$ cat src/ddc_regs.svh
// register offsets, field positions, reset values and constants
`ifndef DDC_REGS_SVH
`define DDC_REGS_SVH
`define DDC_WORD_W 40
`define DDC_ADDR_MSB 39
`define DDC_ADDR_LSB 37
`define DDC_UPDATE_BIT 36
`define DDC_STORE_MSB 35
`define DDC_IO_FORMAT_ADDR 3'h6
`define DDC_TEST_ADDR 3'h7
`define DDC_IO_FORMAT_RESET 36'h000000000
`define DDC_TEST_RESET 36'h000000000
`define DDC_Q_TS_MSB 15
`define DDC_Q_TS_LSB 14
`define DDC_IN_FMT_BIT 13
`define DDC_PRE_MSB 12
`define DDC_PRE_LSB 0
`define DDC_PRE_MIN 13'h0002
`define DDC_PRE_MAX 13'h06a5
`define DDC_FORCE_IN_BIT 13
`define DDC_ACC_MSB 12
`define DDC_ACC_LSB 11
`define DDC_ROLL_BIT 10
`define DDC_FORCE_OUT_BIT 9
`define DDC_F_CLK_BIT 8
`define DDC_F_STB_BIT 7
`define DDC_F_I_BIT 6
`define DDC_F_Q_BIT 5
`define DDC_GEN_BYP_BIT 4
`define DDC_SCALE_BYP_BIT 3
`define DDC_WAIT_FILL_BIT 1
`define DDC_OVF_DIS_BIT 0
`define DDC_FORCED_SAMPLE 16'h8000
`define DDC_NEAR_ONE 20'hfffff
`endif

$ cat src/ddc_pkg.sv
// types shared by the control-word decode modules
package ddc_pkg;
	typedef logic [35:0] ddc_word_type;
	typedef logic [39:0] ddc_cmd_type;
	typedef enum {DDC_ACC_NORMAL, DDC_ACC_OFF, DDC_ACC_CONT} ddc_acc_type;

	// accumulator control code to mode; code 11 behaves as normal
	function automatic ddc_acc_type ddc_acc_decode(input logic [1:0] code);
		unique case (code)
			2'h1: ddc_acc_decode = DDC_ACC_OFF;
			2'h2: ddc_acc_decode = DDC_ACC_CONT;
			default: ddc_acc_decode = DDC_ACC_NORMAL;
		endcase
	endfunction : ddc_acc_decode
endpackage : ddc_pkg

$ cat src/ddc_cmd_if.sv
// carrier for complete command words from the serial receiver
interface ddc_cmd_if;
	import ddc_pkg::*;
	logic word_valid;
	ddc_cmd_type word;
	modport src (output word_valid, output word);
	modport dst (input word_valid, input word);
endinterface : ddc_cmd_if

$ cat src/ddc_test_format_ctl.sv
// decode of the i/o format tail and the test control word
`include "ddc_regs.svh"

// Function
// - two-bit field: 00 tristates q pin, 01 drives, 1x drives in slot
// - input format bit: zero offset binary, one two's complement
// - 13-bit rate counter preload; valid only from 2 through 1701
// - test word address 111; bit 36 updates this word or all words
// - input force bit replaces every sample with 8000 hex
// - accumulator code 00: normal, cleared each fir output cycle
// - accumulator code 01: accumulator disabled, nothing accumulates
// - code 10: accumulator never cleared, checksum; code 11 reserved
// - rollover bit: q pin pulses on phase generator rollover
// - force bit holds clock, strobe, i, q pins at bits 8..5
// - generator bypass sets sine and cosine to 0.fffff
// - scaling bypass uses scale factor of exactly one
// - wait-for-fill suppresses output after reset until ram filled
// - bit 0 set disables overflow protection
// - test features act only while the test enable bit is one
// - address and update bits route only and are not stored
module ddc_test_format_ctl
	import ddc_pkg::*;
#(
	parameter int SAMPLE_W = 16,
	parameter int TRIG_W = 20,
	parameter int SCALE_W = 17,
	parameter logic [SCALE_W-1:0] SCALE_ONE = 17'h10000
) (
	input wire logic clk,
	input wire logic rst_n,
	input wire logic ser_clk,
	input wire logic ser_data,
	input wire logic ser_load,
	input wire logic test_enable,
	input wire logic [SAMPLE_W-1:0] sample_in,
	input wire logic [TRIG_W-1:0] sine_in,
	input wire logic [TRIG_W-1:0] cosine_in,
	input wire logic [SCALE_W-1:0] scale_in,
	input wire logic fir_cycle_start,
	input wire logic phase_rollover,
	input wire logic ram_filled,
	input wire logic in_time_slot,
	input wire logic q_data,
	input wire logic i_data,
	input wire logic clock_data,
	input wire logic strobe_data,
	output logic [SAMPLE_W-1:0] sample_out,
	output logic sample_twos_comp,
	output logic [TRIG_W-1:0] sine_out,
	output logic [TRIG_W-1:0] cosine_out,
	output logic [SCALE_W-1:0] scale_out,
	output logic acc_enable,
	output logic acc_clear,
	output logic ovf_protect_en,
	output logic [12:0] rate_preload,
	output logic preload_valid,
	output logic update_all,
	output logic output_hold,
	output logic q_out,
	output logic q_oe_n,
	output logic i_out,
	output logic serial_out_clock,
	output logic output_word_strobe
);
	ddc_cmd_if cmd ();
	ddc_word_type io_format_shadow_reg;
	ddc_word_type io_format_reg;
	ddc_word_type test_shadow_reg;
	ddc_word_type test_reg;
	logic fill_seen_reg;
	logic [SAMPLE_W-1:0] sample_reg;
	logic twos_reg;
	logic [TRIG_W-1:0] sine_reg;
	logic [TRIG_W-1:0] cosine_reg;
	logic [SCALE_W-1:0] scale_reg;
	logic acc_en_reg;
	logic acc_clr_reg;
	logic ovf_reg;
	logic [12:0] preload_reg;
	logic preload_ok_reg;
	logic upd_all_reg;
	logic hold_reg;
	logic q_reg;
	logic q_oe_n_reg;
	logic i_reg;
	logic sclk_reg;
	logic stb_reg;

	ddc_cmd_rx u_rx (
		.clk(clk),
		.rst_n(rst_n),
		.ser_clk(ser_clk),
		.ser_data(ser_data),
		.ser_load(ser_load),
		.cmd(cmd)
	);

	// routing of a received word; address and update bits are dropped
	wire logic [2:0] cmd_addr = cmd.word[`DDC_ADDR_MSB:`DDC_ADDR_LSB];
	wire logic cmd_upd = cmd.word[`DDC_UPDATE_BIT];
	wire ddc_word_type cmd_body = cmd.word[`DDC_STORE_MSB:0];
	wire logic hit_io = cmd.word_valid && (cmd_addr == `DDC_IO_FORMAT_ADDR);
	wire logic hit_test = cmd.word_valid && (cmd_addr == `DDC_TEST_ADDR);
	wire logic upd_now = cmd.word_valid && cmd_upd;

	// shadow copies take every addressed word
	always_ff @(posedge clk or negedge rst_n) begin
		if (!rst_n) begin
			io_format_shadow_reg <= `DDC_IO_FORMAT_RESET;
			test_shadow_reg <= `DDC_TEST_RESET;
		end else begin
			if (hit_io) begin
				io_format_shadow_reg <= cmd_body;
			end
			if (hit_test) begin
				test_shadow_reg <= cmd_body;
			end
		end
	end

	// active copies: this word alone, or all words when update is set
	wire ddc_word_type io_next = hit_io ? cmd_body : io_format_shadow_reg;
	wire ddc_word_type test_next = hit_test ? cmd_body : test_shadow_reg;
	always_ff @(posedge clk or negedge rst_n) begin
		if (!rst_n) begin
			io_format_reg <= `DDC_IO_FORMAT_RESET;
			test_reg <= `DDC_TEST_RESET;
			upd_all_reg <= 1'b0;
		end else begin
			if (hit_io || upd_now) begin
				io_format_reg <= io_next;
			end
			if (hit_test || upd_now) begin
				test_reg <= test_next;
			end
			upd_all_reg <= upd_now;
		end
	end

	// test features gated by the enable bit from the phase word
	wire logic t_in = test_enable && test_reg[`DDC_FORCE_IN_BIT];
	wire logic t_roll = test_enable && test_reg[`DDC_ROLL_BIT];
	wire logic t_force = test_enable && test_reg[`DDC_FORCE_OUT_BIT];
	wire logic t_gen = test_enable && test_reg[`DDC_GEN_BYP_BIT];
	wire logic t_scale = test_enable && test_reg[`DDC_SCALE_BYP_BIT];
	wire logic t_wait = test_enable && test_reg[`DDC_WAIT_FILL_BIT];
	wire logic t_ovf = test_enable && test_reg[`DDC_OVF_DIS_BIT];
	wire logic [1:0] acc_code = test_enable ?
		test_reg[`DDC_ACC_MSB:`DDC_ACC_LSB] : 2'h0;
	ddc_acc_type acc_mode;
	assign acc_mode = ddc_acc_decode(acc_code);

	// accumulator controls per mode
	wire logic acc_en_next = (acc_mode != DDC_ACC_OFF);
	wire logic acc_clr_next = fir_cycle_start &&
		(acc_mode == DDC_ACC_NORMAL);

	// format fields of the i/o word
	wire logic [1:0] q_ts = io_format_reg[`DDC_Q_TS_MSB:`DDC_Q_TS_LSB];
	wire logic [12:0] pre = io_format_reg[`DDC_PRE_MSB:`DDC_PRE_LSB];
	wire logic pre_ok = (pre >= `DDC_PRE_MIN) && (pre <= `DDC_PRE_MAX);

	// q pin drive: 01 always, 1x only inside the time slot
	wire logic q_drive = q_ts[1] ? in_time_slot : q_ts[0];

	// pin data: forced levels win over rollover strobe over data
	wire logic q_next = t_force ? test_reg[`DDC_F_Q_BIT] :
		(t_roll ? phase_rollover : q_data);
	wire logic i_next = t_force ? test_reg[`DDC_F_I_BIT] : i_data;
	wire logic clk_next = t_force ? test_reg[`DDC_F_CLK_BIT] : clock_data;
	wire logic stb_next = t_force ? test_reg[`DDC_F_STB_BIT] : strobe_data;

	// datapath substitutions
	wire logic [SAMPLE_W-1:0] smp_next = t_in ?
		SAMPLE_W'(`DDC_FORCED_SAMPLE) : sample_in;
	wire logic [TRIG_W-1:0] sin_next = t_gen ?
		TRIG_W'(`DDC_NEAR_ONE) : sine_in;
	wire logic [TRIG_W-1:0] cos_next = t_gen ?
		TRIG_W'(`DDC_NEAR_ONE) : cosine_in;
	wire logic [SCALE_W-1:0] scl_next = t_scale ? SCALE_ONE : scale_in;

	// ram fill seen since reset; set only, cleared by reset alone
	always_ff @(posedge clk or negedge rst_n) begin
		if (!rst_n) begin
			fill_seen_reg <= 1'b0;
		end else if (ram_filled) begin
			fill_seen_reg <= 1'b1;
		end
	end

	// registered datapath and control outputs
	always_ff @(posedge clk or negedge rst_n) begin
		if (!rst_n) begin
			sample_reg <= '0;
			twos_reg <= 1'b0;
			sine_reg <= '0;
			cosine_reg <= '0;
			scale_reg <= '0;
			acc_en_reg <= 1'b1;
			acc_clr_reg <= 1'b0;
			ovf_reg <= 1'b1;
			preload_reg <= 13'h0000;
			preload_ok_reg <= 1'b0;
			hold_reg <= 1'b0;
		end else begin
			sample_reg <= smp_next;
			twos_reg <= io_format_reg[`DDC_IN_FMT_BIT];
			sine_reg <= sin_next;
			cosine_reg <= cos_next;
			scale_reg <= scl_next;
			acc_en_reg <= acc_en_next;
			acc_clr_reg <= acc_clr_next;
			ovf_reg <= ~t_ovf;
			preload_reg <= pre;
			preload_ok_reg <= pre_ok;
			hold_reg <= t_wait && !fill_seen_reg && !ram_filled;
		end
	end

	// registered pin outputs; enable is low while the pin is driven
	always_ff @(posedge clk or negedge rst_n) begin
		if (!rst_n) begin
			q_reg <= 1'b0;
			q_oe_n_reg <= 1'b1;
			i_reg <= 1'b0;
			sclk_reg <= 1'b0;
			stb_reg <= 1'b0;
		end else begin
			q_reg <= q_next;
			q_oe_n_reg <= ~q_drive;
			i_reg <= i_next;
			sclk_reg <= clk_next;
			stb_reg <= stb_next;
		end
	end

	assign sample_out = sample_reg;
	assign sample_twos_comp = twos_reg;
	assign sine_out = sine_reg;
	assign cosine_out = cosine_reg;
	assign scale_out = scale_reg;
	assign acc_enable = acc_en_reg;
	assign acc_clear = acc_clr_reg;
	assign ovf_protect_en = ovf_reg;
	assign rate_preload = preload_reg;
	assign preload_valid = preload_ok_reg;
	assign update_all = upd_all_reg;
	assign output_hold = hold_reg;
	assign q_out = q_reg;
	assign q_oe_n = q_oe_n_reg;
	assign i_out = i_reg;
	assign serial_out_clock = sclk_reg;
	assign output_word_strobe = stb_reg;
endmodule : ddc_test_format_ctl

$ cat src/ddc_cmd_rx.sv
// serial command receiver: synchronises pins and assembles 40-bit words
module ddc_cmd_rx
	import ddc_pkg::*;
(
	input wire logic clk,
	input wire logic rst_n,
	input wire logic ser_clk,
	input wire logic ser_data,
	input wire logic ser_load,
	ddc_cmd_if.src cmd
);
	logic [1:0] clk_sync_reg;
	logic [1:0] data_sync_reg;
	logic [1:0] load_sync_reg;
	logic clk_prev_reg;
	logic load_prev_reg;
	ddc_cmd_type shift_reg;
	logic valid_reg;
	ddc_cmd_type word_reg;
	wire logic clk_rise;
	wire logic load_rise;

	// two-flop synchronisers for the three command pins
	always_ff @(posedge clk or negedge rst_n) begin
		if (!rst_n) begin
			clk_sync_reg <= 2'h0;
			data_sync_reg <= 2'h0;
			load_sync_reg <= 2'h0;
			clk_prev_reg <= 1'b0;
			load_prev_reg <= 1'b0;
		end else begin
			clk_sync_reg <= {clk_sync_reg[0], ser_clk};
			data_sync_reg <= {data_sync_reg[0], ser_data};
			load_sync_reg <= {load_sync_reg[0], ser_load};
			clk_prev_reg <= clk_sync_reg[1];
			load_prev_reg <= load_sync_reg[1];
		end
	end

	assign clk_rise = clk_sync_reg[1] & ~clk_prev_reg;
	assign load_rise = load_sync_reg[1] & ~load_prev_reg;

	// bits enter msb first; load edge hands the word on for one cycle
	always_ff @(posedge clk or negedge rst_n) begin
		if (!rst_n) begin
			shift_reg <= 40'h0000000000;
			valid_reg <= 1'b0;
			word_reg <= 40'h0000000000;
		end else begin
			if (clk_rise) begin
				shift_reg <= {shift_reg[38:0], data_sync_reg[1]};
			end
			valid_reg <= load_rise;
			if (load_rise) begin
				word_reg <= shift_reg;
			end
		end
	end

	assign cmd.word_valid = valid_reg;
	assign cmd.word = word_reg;
endmodule : ddc_cmd_rx

$ cat config.mk
export PLATFORM = sky130hd
export DESIGN_NAME = ddc_test_format_ctl
export DESIGN_NICKNAME = d
export VERILOG_FILES = /design/src/ddc_pkg.sv /design/src/ddc_cmd_if.sv /design/src/ddc_test_format_ctl.sv /design/src/ddc_cmd_rx.sv
export VERILOG_INCLUDE_DIRS = /design/src
export SDC_FILE = /design/constraint.sdc
export NUM_CORES = 1
export LEC_CHECK = 0
export BUFFER_PORTS_ARGS = -buffer_cell sky130_fd_sc_hd__buf_4
export CORE_MARGIN = 2
export CORE_UTILIZATION = 30
export DETAILED_ROUTE_END_ITERATION = 12
export GPL_TIMING_DRIVEN = 0
export PLACE_DENSITY = 0.49
export SYNTH_ARGS = -nofsm -noshare
export SYNTH_HDL_FRONTEND = slang
export SYNTH_SLANG_ARGS = --single-unit
export TNS_END_PERCENT = 50
$ cat constraint.sdc
create_clock -name clk -period 3.1 [get_ports clk]
set_input_delay 0.31 -clock clk [delete_from_list [all_inputs] [get_ports clk]]
set_output_delay 0.31 -clock clk [all_outputs]
set_load 0.05 [all_outputs]
==> results_dict.tcl <==
set metrics [dict create \
    fin_worst_skew_ps 12.25 \
    status "completed" \
    tightest_slew_ps 877.5 \
    critical_path_class "reg -> out" \
    largest_reg_flops 40 \
    port-buffer-count 183 \
    min_from "sample_in[11]" \
    irDropWorstVdd_mv 0.3615 \
    pin_count 185 \
    critPathMaxFanout 1 \
    first_pass_iters 4 \
    drive_above_1_share_pct 35.51 \
    num_antenna_cells 0 \
    slew_viol_final 0 \
    rsz0062_at_grt "no" \
    m1WireLength_um 7157 \
    synthDistinctLibCells 29 \
    synth.top_cell.area_share_pct 70.31 \
    tns_ps 0 \
    power_density_mw_per_mm2 622.8 \
    multi_input_area_mm2 0.002156 \
    antenna_found_initial 0 \
    yosys_warnings 0 \
    slowest_stage "dfstp_2" \
    cap_violations 0 \
    synth_most_common_cell "dfrtp_1" \
    wl_met3_um 972 \
    die_x_um 166.7 \
    hold_violations 0 \
    netlist_top_cells_area "dfrtp_1 (70%), mux2_2 (8.9%), nand2_1 (4.7%), mux2i_1 (3.8%), nand2b_1 (3.3%)" \
    grt_pass1_vias 5638 \
    post-route-period-util_pct 49.19 \
    required_ps 2790 \
    synthTopCellsByCount "dfrtp_1 (223), nand2_1 (99), mux2_2 (63), nand2b_1 (42), and2_1 (33)" \
    nets 927 \
    cp-startpoint "acc_enable$_DFF_PN1_" \
    cts.sink_count 226 \
    leakage_nw 5.709 \
    cts_buffers 25 \
    place_congestion 0.7422 \
    synth_cells 571 \
    reg2reg_from "u_rx.cmd.word[37]$_DFFE_PN0P_" \
    highest_layer "met4" \
    hpwl_um 11470 \
    viasPerCell 4.315 \
    dieArea_mm2 0.02777 \
    synthesis.area_mm2 0.007936 \
    synthArstFlopShare_pct 100.0 \
    min_path_type "in -> reg" \
    routed-via-count 5139 \
    grt_pass1_wl_um 28330 \
    htreeDepth 1 \
    yosysSeqAreaShare_pct 71.31 \
    grt.total_usage_pct 12.25 \
    clkLatencyLatePin_ps 510 \
    startpoint_type "flop" \
    fmax_ghz 0.6558 \
    crit_arrival_ps 1210 \
    ant_nets 0 \
    route.detailed.drc 0 \
    cts_buffer_depth 3 \
    floorplan.initialDensity_pct 30.54 \
    synth-edff-count 0 \
    core_mm2 0.02598 \
    critPathTopFamily "flip-flops" \
    max_stage_delay_ps 520 \
    synth_ff_type "dfrtp_1" \
    n_fill_cell 2391 \
    wl_per_cell_um 14.34 \
    ys_seq_elements 226 \
    num_rows 59 \
    clkTransAtPathRegs_ps 60 \
    worst_slack_ps 1575 \
    path_buf_inv 1 \
    finalPower_mw 6.926 \
    critPathCaptureType "primary output" \
    layout_min_cycle_time_ps 1525 \
    cts_tree "done" \
    seq_area_mm2 0.005659 \
    path_cells "buf_4" \
    cts_resized 0 \
    synth_area_per_cell_um2 13.90 \
    relSlewSlack_pct 41.50 \
    cts_root_buf "clkbuf_16" \
    wirelength_um 17080 \
    synth_largest_area_cell "dfrtp_1" \
    drt-initial-drc-count 201 \
    cts_setup_buffers 0 \
    setup_viol_count_final 0 \
    syn2layout_area_growth_pct 40.12 \
    syn_nets 659 \
    die_h_um 166.7 \
    grt_max_degree 119 \
    dp_slack_ps 1587 \
    dr_wl_met2_um 8400 \
    grt.overflow.total 0 \
]
[power by group]
group          leakage, nW  switching (mW)  total (mW)  internal (mW)
sequential            2.90           0.181        3.37           3.19
clock                0.388            1.12        2.83           1.72
combinational         2.43           0.364       0.723          0.359
total                 5.71            1.66        6.93           5.27
[what timing repair did]
action                                  4_1_cts  5_1_grt
endpoints found under the hold margin       172        0
endpoints found under the setup margin        0        0
hold buffers                                 57        0
[final timing paths]
kind	slack (ps)	end	cells past startpoint
max	1580	acc_enable	1
min	20	sample_out[11]$_DFF_PN0_	2
max reg2reg	1620	io_format_shadow_reg[15]$_DFF_PN0_	4
min reg2reg	350	u_rx.data_sync_reg[1]$_DFF_PN0_	0
max in group asynchronous	1600	u_rx.shift_reg[30]$_DFFE_PN0P_	3
min in group asynchronous	490	sample_out[4]$_DFF_PN0_	2
[per-stage QoR]
step                cells  area [µm²]  utilization (%)  hold slack [ps]
global placement     1089        9729            37.44            335.9
finish               1191       11120            42.80            18.47
detailed placement   1090        9764            37.58            340.9
floorplan             571        7936                -            14.41
global route         1191       11120            42.80            1.228
CTS                  1191       11120            42.80          0.06217
[cell type report]
type | count | area share, %
repair buffers | 241 | 17.80
multi-input cells | 318 | 19.39
clock buffers | 37 | 6.301
well taps | 335 | 3.769
flip-flops and latches | 226 | 50.89
inverters | 2 | 0.06751
plain buffers | 25 | 1.024
clock inverters | 7 | 0.7651
[layer usage]
| metal | global-route usage, % | vias to the layer above |
|---|---|---|
| li1 | - | 2412 |
| met1 | 15.27 | 2542 |
| met2 | 21.34 | 145 |
| met3 | 2.353 | 40 |
| met4 | 4.198 | 0 |
| met5 | 0 | - |
[logic make-up after synthesis]
family,Yosys count,share of synthesized area [%]
compound gates,37,2.507
fa+ha+maj,1,0.1576
buf+inv,27,1.529
flops,226,71.31
mux,93,12.72
simple gates,187,11.78
[cells in the final DEF, fill, tap and decap left out, types with 2 or more instances in the layout]
master / instances
o21ai_1: 2
clkbuf_8: 3
clkbuf_1: 18
dfstp_2: 3
clkinv_2: 5
buf_4: 182
mux2_2: 63
dlygate4sd3_1: 57
o21ai_0: 30
buf_2: 15
nor2b_1: 2
mux2i_1: 30
nor2_1: 2
clkbuf_16: 25
nand2b_1: 42
dfrtp_1: 223
or4_1: 2
inv_1: 2
bufinv_16: 2
and2_1: 33
nand2_1: 99
Power figures use the tool's default switching activity.
